$ cat config.mk
export PLATFORM = sky130hd
export DESIGN_NAME = ubrg_top
export DESIGN_NICKNAME = d
export VERILOG_FILES = /design/src/common/ubrg_pkg.sv /design/src/core/ubrg_slot_buf.sv /design/src/core/ubrg_top.sv
export SDC_FILE = /design/constraint.sdc
export NUM_CORES = 1
export LEC_CHECK = 0
export CORE_MARGIN = 2
export CORE_UTILIZATION = 51
export DETAILED_ROUTE_END_ITERATION = 12
export DONT_BUFFER_PORTS = 1
export PLACE_DENSITY = 0.66
export SYNTH_ARGS = -nofsm -noshare
export SYNTH_HDL_FRONTEND = slang
export SYNTH_SLANG_ARGS = --single-unit
$ cat constraint.sdc
create_clock -name ref_clk -period 5.1 [get_ports ref_clk]
set_clock_uncertainty 0.2 [all_clocks]
set_input_delay 0.765 -clock ref_clk [delete_from_list [all_inputs] [get_ports ref_clk]]
set_output_delay 0.765 -clock ref_clk [all_outputs]
set_load 0.02 [all_outputs]
$ cat src/common/ubrg_pkg.sv
/*
  Constants shared by the baud-rate generator core and its testbench:
  register offsets, field positions, reset values, encodings and counts.
  Assumes a 32-bit classic Wishbone register bus with byte addressing.
*/
package ubrg_pkg;
  ////////////////////////////////////////////////////////////////////////////
  // register byte offsets
  localparam logic [7:0] ADDR_MODE = 8'h00;
  localparam logic [7:0] ADDR_BAUD = 8'h04;
  localparam logic [7:0] ADDR_STATUS = 8'h08;

  // reset values
  localparam logic [15:0] MODE_RESET = 16'h0000;
  localparam logic [15:0] BAUD_RESET = 16'h0000;
  localparam logic [15:0] MODE_MASK = 16'h1FFF;

  ////////////////////////////////////////////////////////////////////////////
  // port_mode_reg field positions
  localparam int MODE_SRC_LSB = 0;
  localparam int MODE_SYNC_BIT = 2;
  localparam int MODE_OVER_BIT = 3;
  localparam int MODE_CHRL_LSB = 4;
  localparam int MODE_NINE_BIT = 6;
  localparam int MODE_MSBF_BIT = 7;
  localparam int MODE_PAR_LSB = 8;
  localparam int MODE_STOP_LSB = 11;

  // status register field positions
  localparam int STAT_RUN_BIT = 0;
  localparam int STAT_STALL_BIT = 1;
  localparam int STAT_FLEN_LSB = 4;
  localparam int STAT_HALF_LSB = 8;

  ////////////////////////////////////////////////////////////////////////////
  // clock_source_select codes; the unused code behaves as the master clock
  localparam logic [1:0] SRC_MASTER = 2'h0;
  localparam logic [1:0] SRC_DIV = 2'h1;
  localparam logic [1:0] SRC_EXT = 2'h3;

  // stop length codes; the unused code behaves as one stop bit
  localparam logic [1:0] STOP_ONE = 2'h0;
  localparam logic [1:0] STOP_ONEHALF = 2'h1;
  localparam logic [1:0] STOP_TWO = 2'h2;

  // parity codes: below PAR_NONE a parity slot exists
  localparam logic [2:0] PAR_EVEN = 3'h0;
  localparam logic [2:0] PAR_ODD = 3'h1;
  localparam logic [2:0] PAR_SPACE = 3'h2;
  localparam logic [2:0] PAR_MARK = 3'h3;
  localparam logic [2:0] PAR_NONE = 3'h4;

  ////////////////////////////////////////////////////////////////////////////
  // counts
  localparam int BAUD_DIV_WIDTH = 16;
  localparam int PRESCALE_DIV = 8;
  localparam logic [3:0] OS16_LAST = 4'hF;
  localparam logic [3:0] OS8_LAST = 4'h7;
  localparam logic [3:0] MIN_DATA_BITS = 4'h5;
  localparam logic [3:0] NINE_DATA_BITS = 4'h9;
  localparam int SLOT_WIDTH = 8;
endpackage

$ cat src/core/ubrg_slot_buf.sv
/*
  Two-entry buffer with valid and ready on both sides.
  Assumes one clock and a synchronous active-low reset; outputs are flops.
*/
`timescale 1ns/10ps
module ubrg_slot_buf #(
  parameter int WIDTH = 8
) (
  input wire logic ref_clk,
  input wire logic rst_n,
  input wire logic in_valid,
  output logic in_ready,
  input wire logic [WIDTH-1:0] in_data,
  output logic out_valid,
  input wire logic out_ready,
  output logic [WIDTH-1:0] out_data
);
  logic [WIDTH-1:0] spare;
  logic spare_valid;

  // push only while the spare entry is free, pop from the head
  wire push = in_valid & ~spare_valid;
  wire pop = out_valid & out_ready;

  ////////////////////////////////////////////////////////////////////////////
  // head entry drives the outputs directly so nothing leaves combinationally
  always_ff @(posedge ref_clk) begin
    if (!rst_n) begin
      out_valid <= 1'b0;
      spare_valid <= 1'b0;
      out_data <= '0;
      spare <= '0;
    end else begin
      unique case ({push, pop})
        2'b10: begin
          if (!out_valid) begin
            out_data <= in_data;
            out_valid <= 1'b1;
          end else begin
            spare <= in_data;
            spare_valid <= 1'b1;
          end
        end
        2'b01: begin
          out_data <= spare;
          out_valid <= spare_valid;
          spare_valid <= 1'b0;
        end
        2'b11: out_data <= in_data; // spare is empty whenever push is allowed
        2'b00: out_valid <= out_valid;
      endcase
    end
  end

  // ready reflects the spare entry, a registered state
  assign in_ready = ~spare_valid;
endmodule

$ cat src/core/ubrg_top.sv
/*
  Baud-rate generator and frame envelope of a serial port, with its
  Wishbone register slave and a two-entry slot buffer toward the consumer.
  Assumes inputs synchronous to ref_clk and a gated functional clock
  presented as the clk_en level.
*/
// Decided for this implementation: the register offsets and the Wishbone register port.
`timescale 1ns/10ps
// What this block does
// - one bit clock is made and that same tick feeds both receiver and transmitter.
// - the divider input is the master clock, the master clock over eight, or the serial clock pin.
// - the selected source is divided by a 16-bit divider set from the baud divisor.
// - a baud divisor of zero stops all baud ticks, except the pin clock passed through in synchronous mode.
// - a baud divisor of one passes the selected source through undivided.
// - in asynchronous mode the divided clock is the sampling tick, further divided by 16 or 8.
// - in asynchronous mode with the oversample bit set sampling runs at eight times the bit rate, else sixteen.
// - when the functional clock stops, all counters hold and resume where they left off.
// - register writes are taken even while the functional clock is stopped.
// - asynchronous frames allow 5 to 9 data bits, either order, 1, 1.5 or 2 stops, any parity.
// - synchronous frames allow the same except that only 1 or 2 stop bits exist.
// - in synchronous mode the bit clock is source over divisor, or the pin clock as is.
module ubrg_top #(
  parameter int DIV_WIDTH = ubrg_pkg::BAUD_DIV_WIDTH,
  parameter int PRESCALE = ubrg_pkg::PRESCALE_DIV,
  parameter int SLOT_W = ubrg_pkg::SLOT_WIDTH
) (
  input wire logic ref_clk,
  input wire logic rst_n,
  input wire logic clk_en,
  input wire logic sck_in,
  input wire logic wb_cyc_i,
  input wire logic wb_stb_i,
  input wire logic wb_we_i,
  input wire logic [7:0] wb_adr_i,
  input wire logic [3:0] wb_sel_i,
  input wire logic [31:0] wb_dat_i,
  output logic wb_ack_o,
  output logic [31:0] wb_dat_o,
  output logic sample_tick,
  output logic bit_tick,
  output logic slot_valid,
  input wire logic slot_ready,
  output logic [SLOT_W-1:0] slot_data
);
  localparam int PW = (PRESCALE > 1) ? $clog2(PRESCALE) : 1;
  localparam logic [PW-1:0] PRE_LAST = PW'(PRESCALE - 1);

  logic [15:0] port_mode_reg;
  logic [DIV_WIDTH-1:0] baud_gen_reg;
  logic [PW-1:0] pre_cnt;
  logic [DIV_WIDTH-1:0] div_cnt;
  logic [3:0] os_cnt;
  logic [3:0] pos;
  logic sck_q;
  logic buf_ready;

  ////////////////////////////////////////////////////////////////////////////
  // bus decode
  wire bus_req = wb_cyc_i & wb_stb_i & ~wb_ack_o;
  wire wr_req = bus_req & wb_we_i;
  wire wr_mode = wr_req & (wb_adr_i == ubrg_pkg::ADDR_MODE);
  wire wr_baud = wr_req & (wb_adr_i == ubrg_pkg::ADDR_BAUD);
  wire [15:0] next_mode = {wb_sel_i[1] ? wb_dat_i[15:8] : port_mode_reg[15:8],
                           wb_sel_i[0] ? wb_dat_i[7:0] : port_mode_reg[7:0]};
  wire [15:0] baud_ext = 16'(baud_gen_reg);
  wire [15:0] next_baud = {wb_sel_i[1] ? wb_dat_i[15:8] : baud_ext[15:8],
                           wb_sel_i[0] ? wb_dat_i[7:0] : baud_ext[7:0]};

  // mode fields
  wire [1:0] clock_source_select = port_mode_reg[ubrg_pkg::MODE_SRC_LSB +: 2];
  wire mode_sync = port_mode_reg[ubrg_pkg::MODE_SYNC_BIT];
  wire mode_over = port_mode_reg[ubrg_pkg::MODE_OVER_BIT];
  wire [1:0] chrl = port_mode_reg[ubrg_pkg::MODE_CHRL_LSB +: 2];
  wire nine_bits = port_mode_reg[ubrg_pkg::MODE_NINE_BIT];
  wire msbf = port_mode_reg[ubrg_pkg::MODE_MSBF_BIT];
  wire [2:0] par_sel = port_mode_reg[ubrg_pkg::MODE_PAR_LSB +: 3];
  wire [1:0] stop_sel = port_mode_reg[ubrg_pkg::MODE_STOP_LSB +: 2];
  wire [DIV_WIDTH-1:0] baud_divisor = baud_gen_reg;

  ////////////////////////////////////////////////////////////////////////////
  // source selection; the pin edge is a plain sample since inputs are synchronous
  wire pre_wrap = clk_en & (pre_cnt == PRE_LAST);
  wire ext_rise = sck_in & ~sck_q;
  wire src_is_div = clock_source_select == ubrg_pkg::SRC_DIV;
  wire src_is_ext = clock_source_select == ubrg_pkg::SRC_EXT;
  wire src_tick = src_is_ext ? ext_rise : (src_is_div ? pre_wrap : 1'b1);
  // a full slot buffer or a stopped functional clock freezes the generator
  wire go = clk_en & buf_ready;
  wire adv = go & src_tick;

  // divider
  wire cd_zero = baud_divisor == '0;
  wire cd_one = baud_divisor == DIV_WIDTH'(1);
  wire div_wrap = div_cnt == (baud_divisor - DIV_WIDTH'(1));
  wire div_tick = adv & ~cd_zero & (cd_one | div_wrap);
  wire ext_sync = mode_sync & src_is_ext;

  // oversampling stage and tick selection
  wire [3:0] os_last = mode_over ? ubrg_pkg::OS8_LAST : ubrg_pkg::OS16_LAST;
  wire async_bit = div_tick & (os_cnt == os_last);
  wire sync_bit = ext_sync ? adv : div_tick;
  wire next_sample = mode_sync ? sync_bit : div_tick;
  wire next_bit = mode_sync ? sync_bit : async_bit;

  ////////////////////////////////////////////////////////////////////////////
  // frame envelope; fractional stop only exists in asynchronous mode
  wire [3:0] data_bits = nine_bits ? ubrg_pkg::NINE_DATA_BITS
                                   : ubrg_pkg::MIN_DATA_BITS + {2'b00, chrl};
  wire par_en = par_sel < ubrg_pkg::PAR_NONE;
  wire half_stop = (stop_sel == ubrg_pkg::STOP_ONEHALF) & ~mode_sync;
  wire two_stop = stop_sel == ubrg_pkg::STOP_TWO;
  wire [3:0] core_bits = 4'h1 + data_bits + {3'b000, par_en};
  wire [3:0] frame_ticks = core_bits + ((two_stop | half_stop) ? 4'h2 : 4'h1);
  wire [4:0] stop_half = two_stop ? 5'h04 : (half_stop ? 5'h03 : 5'h02);
  wire [4:0] frame_half = {core_bits, 1'b0} + stop_half;
  wire last_slot = pos >= (frame_ticks - 4'h1);
  wire par_slot = par_en & (pos == (data_bits + 4'h1));
  wire [7:0] slot_word = {msbf, par_slot, last_slot, pos == 4'h0, pos};

  // register read mux
  wire [31:0] status_word = {19'h0, frame_half, frame_ticks, 2'b00, ~buf_ready,
                             ~cd_zero | ext_sync};
  wire [31:0] rd_word = (wb_adr_i == ubrg_pkg::ADDR_MODE) ? {16'h0, port_mode_reg} :
                        (wb_adr_i == ubrg_pkg::ADDR_BAUD) ? {16'h0, baud_ext} :
                        (wb_adr_i == ubrg_pkg::ADDR_STATUS) ? status_word : 32'h0;

  ////////////////////////////////////////////////////////////////////////////
  // bus slave; registers ignore clk_en so setup works with the clock gated
  always_ff @(posedge ref_clk) begin
    if (!rst_n) begin
      wb_ack_o <= 1'b0;
      wb_dat_o <= 32'h0;
      port_mode_reg <= ubrg_pkg::MODE_RESET;
      baud_gen_reg <= DIV_WIDTH'(ubrg_pkg::BAUD_RESET);
    end else begin
      wb_ack_o <= bus_req;
      wb_dat_o <= bus_req ? rd_word : 32'h0;
      if (wr_mode) port_mode_reg <= next_mode & ubrg_pkg::MODE_MASK;
      if (wr_baud) baud_gen_reg <= DIV_WIDTH'(next_baud);
    end
  end

  // prescaler and pin edge follow the functional clock only
  always_ff @(posedge ref_clk) begin
    if (!rst_n) begin
      pre_cnt <= '0;
      sck_q <= 1'b0;
    end else if (clk_en) begin
      pre_cnt <= pre_wrap ? '0 : pre_cnt + PW'(1);
      sck_q <= sck_in;
    end
  end

  // divider and oversample counters; a divisor write restarts both
  always_ff @(posedge ref_clk) begin
    if (!rst_n) begin
      div_cnt <= '0;
      os_cnt <= 4'h0;
    end else if (wr_baud) begin
      div_cnt <= '0;
      os_cnt <= 4'h0;
    end else begin
      if (adv & ~cd_zero) div_cnt <= div_wrap ? '0 : div_cnt + DIV_WIDTH'(1);
      if (div_tick & ~mode_sync) os_cnt <= (os_cnt == os_last) ? 4'h0 : os_cnt + 4'h1;
    end
  end

  // tick outputs and frame position; a mode write restarts the frame
  always_ff @(posedge ref_clk) begin
    if (!rst_n) begin
      sample_tick <= 1'b0;
      bit_tick <= 1'b0;
      pos <= 4'h0;
    end else begin
      sample_tick <= next_sample;
      bit_tick <= next_bit;
      if (wr_mode) pos <= 4'h0;
      else if (next_bit) pos <= last_slot ? 4'h0 : pos + 4'h1;
    end
  end

  ////////////////////////////////////////////////////////////////////////////
  // slot stream: one word per bit tick, back-pressure stalls the generator
  ubrg_slot_buf #(.WIDTH(SLOT_W)) u_slot_buf (
    .ref_clk(ref_clk),
    .rst_n(rst_n),
    .in_valid(next_bit),
    .in_ready(buf_ready),
    .in_data(SLOT_W'(slot_word)),
    .out_valid(slot_valid),
    .out_ready(slot_ready),
    .out_data(slot_data)
  );

  ////////////////////////////////////////////////////////////////////////////
  // helper state read only by the checks below
  logic [DIV_WIDTH-1:0] adv_since;
  logic [4:0] samp_since;
  logic cfg_clean;
  always_ff @(posedge ref_clk) begin
    if (!rst_n) begin
      adv_since <= '0;
      samp_since <= 5'h00;
      cfg_clean <= 1'b0;
    end else begin
      adv_since <= (wr_baud | div_tick) ? '0 : adv_since + DIV_WIDTH'(adv);
      samp_since <= bit_tick ? 5'h00 : samp_since + {4'h0, sample_tick};
      cfg_clean <= (wr_mode | wr_baud) ? 1'b0 : (bit_tick ? 1'b1 : cfg_clean);
    end
  end
endmodule

==> flow_metrics.env, run 1 <==
export IMPL_die_w_um=106.1
export IMPL_r2r_end="u_slot_buf.out_data[6]"
export IMPL_syn_inst=625
export IMPL_fmax_mhz=222.8
export IMPL_htreeDepth=3
export IMPL_cts_hold_buf=0
export IMPL_wl_met2_mm=5.439
export IMPL_cts_clk_slew_worst_paths_ns=0.09
export IMPL_hold_viol_final=0
export IMPL_grt_pass1_vias=3942
export IMPL_clock_path_buffers=2
export IMPL_dieArea_um2=11250
export IMPL_insertion_delay_ns=0.36
export IMPL_wl_met3_um=747
export IMPL_firstDrtPassIters=4
export IMPL_synth_distinct_cells=59
export IMPL_regToRegSetupSlack_ns=0.61
export IMPL_endpoint_kind="flip-flop"
export IMPL_drt_vias_per_instance=5.638
export IMPL_maxCapViolations=0
export IMPL_tns_ns=0
export IMPL_num_vias=4223
export IMPL_place_port_buffers=0
export IMPL_synth_seq_cells=94
export IMPL_min_period_over_period_pct=88.00
export IMPL_routed_wl_mm=11.72
export IMPL_routabilityCongestion=0.8713
export IMPL_rr_startpoint="baud_divisor[0]"
export IMPL_ys_seq_area_share_pct=35.40
export IMPL_fin_crit_ns=4.488
export IMPL_power_density_nw_per_um2=246.6
export IMPL_postSynth_asyncResetShare_pct=0
export IMPL_design_area_um2=5563
export IMPL_antennaDiodeCount=0
export IMPL_required_ns=5.16
export IMPL_met1_length_mm=5.395
export IMPL_peakVddDrop_mv=0.1435
export IMPL_avgSynthCellArea_um2=8.504
export IMPL_cp_data_arrival_time_ns=4.55
export IMPL_final_common_cell="dfxtp_1"
export IMPL_rsz0062_at_grt="no"
export IMPL_synth_main_ff_cell="dfxtp_1"
export IMPL_holdCritPathClass="flip-flop to flip-flop"
export IMPL_final_setup_viol_count=0
export IMPL_hold_worst_slack_ns=0.2705
export IMPL_critPathKind="flip-flop to flip-flop"
export IMPL_relSlewSlack_pct=41.12
export IMPL_grt_usage_pct=21.43
export IMPL_wl_per_cell_um=15.65
export IMPL_synth_edff_count=0
export IMPL_root_buffer="clkbuf_8"
export IMPL_p_leak_nw=2.262
export IMPL_area_growth_pct=4.661
export IMPL_final_cell_mix="dfxtp_1, nor2_1, nand2_1"
export IMPL_drcViolationCount=0
export IMPL_grt_ovfl_total=0
export IMPL_slew_viol_final=0
export IMPL_path_max_fanout=8
export IMPL_drive_above_1_share_pct=5.710
export IMPL_placed_cell_area_um2=5319
export IMPL_nets=686
export IMPL_post_cts_buffers=0
export IMPL_ys_warn_count=0
export IMPL_start_kind="flip-flop"
export IMPL_cts_tree="built"
export IMPL_rows=37
export IMPL_syn_area_um2=5315
export IMPL_hold_end="u_slot_buf.spare[0]"
export IMPL_highest_layer="met4"
export IMPL_holdCritStartpoint="u_slot_buf.spare[0]"
export IMPL_r2r_cells=15
export IMPL_ant_nets=0
export IMPL_grt_pass1_wl_mm=19.31
export IMPL_status="complete, no violations"
export IMPL_grt_antenna_before_repair=0
export IMPL_num_io_pins=96
export IMPL_dieHeight_um=106.1
export IMPL_tightest_slew_ns=0.8739
export IMPL_cp_startpoint="baud_divisor[0]"
export IMPL_coreArea_um2=10230
export IMPL_dr_first_iter_drc_count=246
export IMPL_start_util_pct=51.95
export IMPL_min_path_cells=2
export IMPL_cts_repair_resized=0
export IMPL_fillers=960
export IMPL_cts_sinks=94
export IMPL_numCtsBuffers=9
export IMPL_dp_hpwl_mm=8.758
export IMPL_grt_max_degree=59
power by group:
part | switching (W) | total [W] | internal [W]
Combinational | 0.0000205 | 0.0000319 | 0.0000115
Clock | 0.000264 | 0.000603 | 0.000338
Sequential | 0.00000169 | 0.000737 | 0.000735
metrics by stage:
step | std cells | util [%] | worst slack [ns] | total power (W)
finish | 749 | 54.37 | 0.6119 | 0.001372
global route | 749 | 54.37 | 0.1567 | 0.001417
CTS | 749 | 54.37 | 0.6133 | 0.001385
detailed placement | 734 | 51.99 | 0.6358 | 0.0007861
global placement | 734 | 51.99 | 0.7418 | 0.0007853
floorplan | 640 | - | 1.132 | 0.0008010
worst max path at each step:
stage	endpoint	slack, ns	cells after the start
CTS	u_slot_buf.out_data[6]	0.61	15
floorplan	u_slot_buf.out_data[6]	1.13	16
global route	u_slot_buf.out_data[5]	0.16	15
detailed placement	u_slot_buf.out_data[6]	0.64	15
finish	u_slot_buf.out_data[6]	0.61	15
global placement	u_slot_buf.out_data[6]	0.74	15
cell type report:
type | count | area, µm² | share of cell area, %
well taps | 136 | 170.2 | 3.059
repair buffers | 1 | 7.507 | 0.1350
flip-flops and latches | 94 | 1882 | 33.83
clock inverters | 5 | 106.4 | 1.912
inverters | 32 | 120.1 | 2.159
clock buffers | 10 | 137.6 | 2.474
multi-input cells | 471 | 3139 | 56.43
cell families (layout without fill, tap and decap cells):
group	after synthesis	in the layout	share of synthesized area, %
AND/OR/NAND/NOR	251	251	23.75
AO/OA/AOI/OAI	95	95	12.74
other	1	16	0.07055
XOR/XNOR	37	37	6.097
buffers and inverters	75	48	6.591
multiplexers	47	47	9.181
adder cells (fa/ha/maj)	25	25	6.168
flip-flops	94	94	35.40
critical path: stages (launching register included):
cell     delay, ns
dfxtp_1       0.41
inv_1         0.12
ha_1          0.23
or4b_2        0.66
nor3_1        0.33
mux2_2        0.38
o22a_1        0.23
nor3_1        0.19
a21oi_1       0.15
o21ai_0       0.34
inv_1         0.11
ha_1          0.35
inv_1         0.17
mux2_2        0.35
nand4_1       0.08
o21ai_1       0.07
per-layer routing:
metal	vias up	global-route usage, %
met5	-	0
met4	0	6.391
met3	11	5.763
met2	107	34.29
met1	1999	28.39
li1	2106	-
synth_stat cells, types with 6 or more instances:
cell type / n / area [µm²]
nand3_1: 31 / 155.2
nor2_1: 63 / 236.5
nand2_1: 53 / 198.9
or3_1: 6 / 37.54
o21ai_0: 11 / 55.05
xor2_1: 10 / 87.58
nand4_1: 11 / 68.82
ha_1: 23 / 287.8
nor2b_1: 27 / 168.9
clkbuf_1: 23 / 86.33
mux2i_1: 36 / 360.4
xnor2_1: 27 / 236.5
a21oi_1: 17 / 85.08
dfxtp_1: 94 / 1882
nor3_1: 17 / 85.08
and3_1: 7 / 43.79
buf_4: 16 / 120.1
nor4_1: 7 / 43.79
o211a_1: 7 / 70.07
a21boi_0: 22 / 165.2
mux2_2: 10 / 112.6
inv_1: 32 / 120.1
(Power assumes the default switching activity.)
==> run 2, diff against run 1 <==
--- a/config.mk
+++ b/config.mk
@@ -9,7 +9,7 @@
 export CORE_UTILIZATION = 51
 export DETAILED_ROUTE_END_ITERATION = 12
 export DONT_BUFFER_PORTS = 1
-export PLACE_DENSITY = 0.66
+export PLACE_DENSITY_LB_ADDON = 0.08
 export SYNTH_ARGS = -nofsm -noshare
 export SYNTH_HDL_FRONTEND = slang
 export SYNTH_SLANG_ARGS = --single-unit
==> run 2 against run 1 <==
  * Fmax down 0.19%
  * Clock-buffer cell count grew 2
  * Wire length grew 0.66%
  * Critical path type unchanged
  * Worst setup slack worse by 0.0087 ns
  * Sequential cell count unchanged
  * Register-to-register slack is essentially flat
  * Non-clock buffer count is 3 higher
  * Largest cell class unchanged
  * Power decreased by 7.6%
  * Sequential power barely moved
==> flow_metrics.env, run 2 (synthesized netlist as in run 1, its figures left out) <==
export IMPL_status="complete, no violations"
export IMPL_grt_ovfl_total=0
export IMPL_clock_path_buffers=2
export IMPL_firstDrtPassIters=4
export IMPL_drcViolationCount=0
export IMPL_peakVddDrop_mv=0.1784
export IMPL_fillers=974
export IMPL_drive_above_1_share_pct=5.844
export IMPL_place_port_buffers=0
export IMPL_multiInputGateArea_um2=3139
export IMPL_slew_viol_final=0
export IMPL_power_density_nw_per_um2=229.0
export IMPL_tns_ns=0
export IMPL_p_leak_nw=2.246
export IMPL_dieArea_um2=11250
export IMPL_drt_vias_per_instance=5.586
export IMPL_cts_tree="built"
export IMPL_numCtsBuffers=9
export IMPL_area_growth_pct=4.073
export IMPL_root_buffer="clkbuf_8"
export IMPL_coreArea_um2=10230
export IMPL_grt_usage_pct=21.99
export IMPL_nets=689
export IMPL_hold_worst_slack_ns=0.2631
export IMPL_rsz0062_at_grt="no"
export IMPL_antennaDiodeCount=0
export IMPL_die_w_um=106.1
export IMPL_relSlewSlack_pct=50.58
export IMPL_wl_per_cell_um=15.69
export IMPL_start_util_pct=51.95
export IMPL_final_common_cell="dfxtp_1"
export IMPL_maxCapViolations=0
export IMPL_cts_hold_buf=0
export IMPL_fin_crit_ns=4.497
export IMPL_dp_hpwl_mm=8.912
export IMPL_post_cts_buffers=0
export IMPL_dieHeight_um=106.1
export IMPL_routed_wl_mm=11.80
export IMPL_cp_data_arrival_time_ns=4.55
export IMPL_min_period_over_period_pct=88.17
export IMPL_cts_clk_slew_worst_paths_ns=0.09
export IMPL_dp_cells=737
export IMPL_insertion_delay_ns=0.37
export IMPL_cp_top_family="simple AND/OR/NAND/NOR gates"
export IMPL_final_cell_mix="dfxtp_1, nor2_1, nand2_1"
export IMPL_crit_slowest_cell="or4b_2"
export IMPL_critPathKind="flip-flop to flip-flop"
export IMPL_grt_max_degree=59
export IMPL_holdCritPathClass="flip-flop to flip-flop"
export IMPL_cpPeakStageDelay_ns=0.65
export IMPL_hold_viol_final=0
export IMPL_num_vias=4201
export IMPL_crit_top_cell="inv_1"
export IMPL_cts_sinks=94
export IMPL_rows=37
export IMPL_worst_path_buf_inv=4
export IMPL_grt_antenna_before_repair=0
export IMPL_endpoint_kind="flip-flop"
export IMPL_fmax_mhz=222.4
export IMPL_grt_pass1_vias=3978
export IMPL_num_io_pins=96
export IMPL_start_kind="flip-flop"
export IMPL_htreeDepth=3
export IMPL_seqCellArea_um2=1882
export IMPL_required_ns=5.16
export IMPL_routabilityCongestion=0.8795
export IMPL_dr_first_iter_drc_count=206
export IMPL_final_setup_viol_count=0
export IMPL_path_max_fanout=8
export IMPL_ant_nets=0
export IMPL_crit_path_cell_trace="inv_1 -> ha_1 -> or4b_2 -> nor3_1 -> mux2_2 -> o22a_1 -> nor3_1 -> a21oi_1 -> buf_4 -> o21ai_0 -> inv_1 -> ha_1 -> inv_1 -> mux2_2 -> nand4_1 -> o21ai_1"
export IMPL_tightest_slew_ns=0.7335
export IMPL_cts_repair_resized=0
export IMPL_grt_pass1_wl_mm=19.79
export IMPL_layout_cells_non_filler=752
run 2: cell count changes in the layout (fill, tap and decap cells not counted), sizes merged:
cell	change
buf	+3
bufinv	-2
inv	-1
clkinvlp	+1
clkbuf	+2
run 2: routing by layer:
metal / routed length [µm] / vias to the layer above / global-route usage [%]
met5: 0 / - / 0
met4: 115 / 0 / 5.169
met3: 873 / 12 / 6.744
met2: 5259 / 119 / 35.07
met1: 5550 / 1956 / 29.28
li1: - / 2114 / -
run 2: layout make-up:
class | instances | share of cell area, %
inverters | 32 | 2.171
clock buffers | 12 | 2.624
repair buffers | 4 | 0.5429
flip-flops and latches | 94 | 34.02
clock inverters | 3 | 0.8143
well taps | 136 | 3.076
multi-input cells | 471 | 56.75
run 2: final timing paths:
path	startpoint	end	slack, ns	cells past startpoint
max	baud_divisor[1]	u_slot_buf.out_data[6]	0.60	16
min	port_mode_reg[9]	port_mode_reg[9]	0.26	2
max reg2reg	baud_divisor[1]	u_slot_buf.out_data[6]	0.60	16
min reg2reg	port_mode_reg[9]	port_mode_reg[9]	0.26	2
run 2: worst reg2reg max path: cells and delay by family (launching register included):
family	cells	cell delay [ns]
adder cells (fa/ha/maj)	2	0.57
flip-flops	1	0.38
buffers and inverters	4	0.55
AO/OA/AOI/OAI	4	0.70
AND/OR/NAND/NOR	4	1.26
multiplexers	2	0.72
run 2: report_power, final:
group	internal, W	total, W	switching (W)
Sequential	0.000735	0.000737	0.00000163
Clock	0.000238	0.000498	0.000260
Combinational	0.0000120	0.0000324	0.0000205
run 2: through the flow:
step                      setup slack, ns  area [µm²]   power, W  util, %
after floorplan                     1.132        5371  0.0008010        -
after global routing               0.2676        5532   0.001307    54.07
after detailed placement           0.6485        5341  0.0007865    52.21
after global placement             0.7041        5341  0.0007857    52.21
final                              0.6033        5532   0.001267    54.07
after CTS                          0.6084        5532   0.001280    54.07
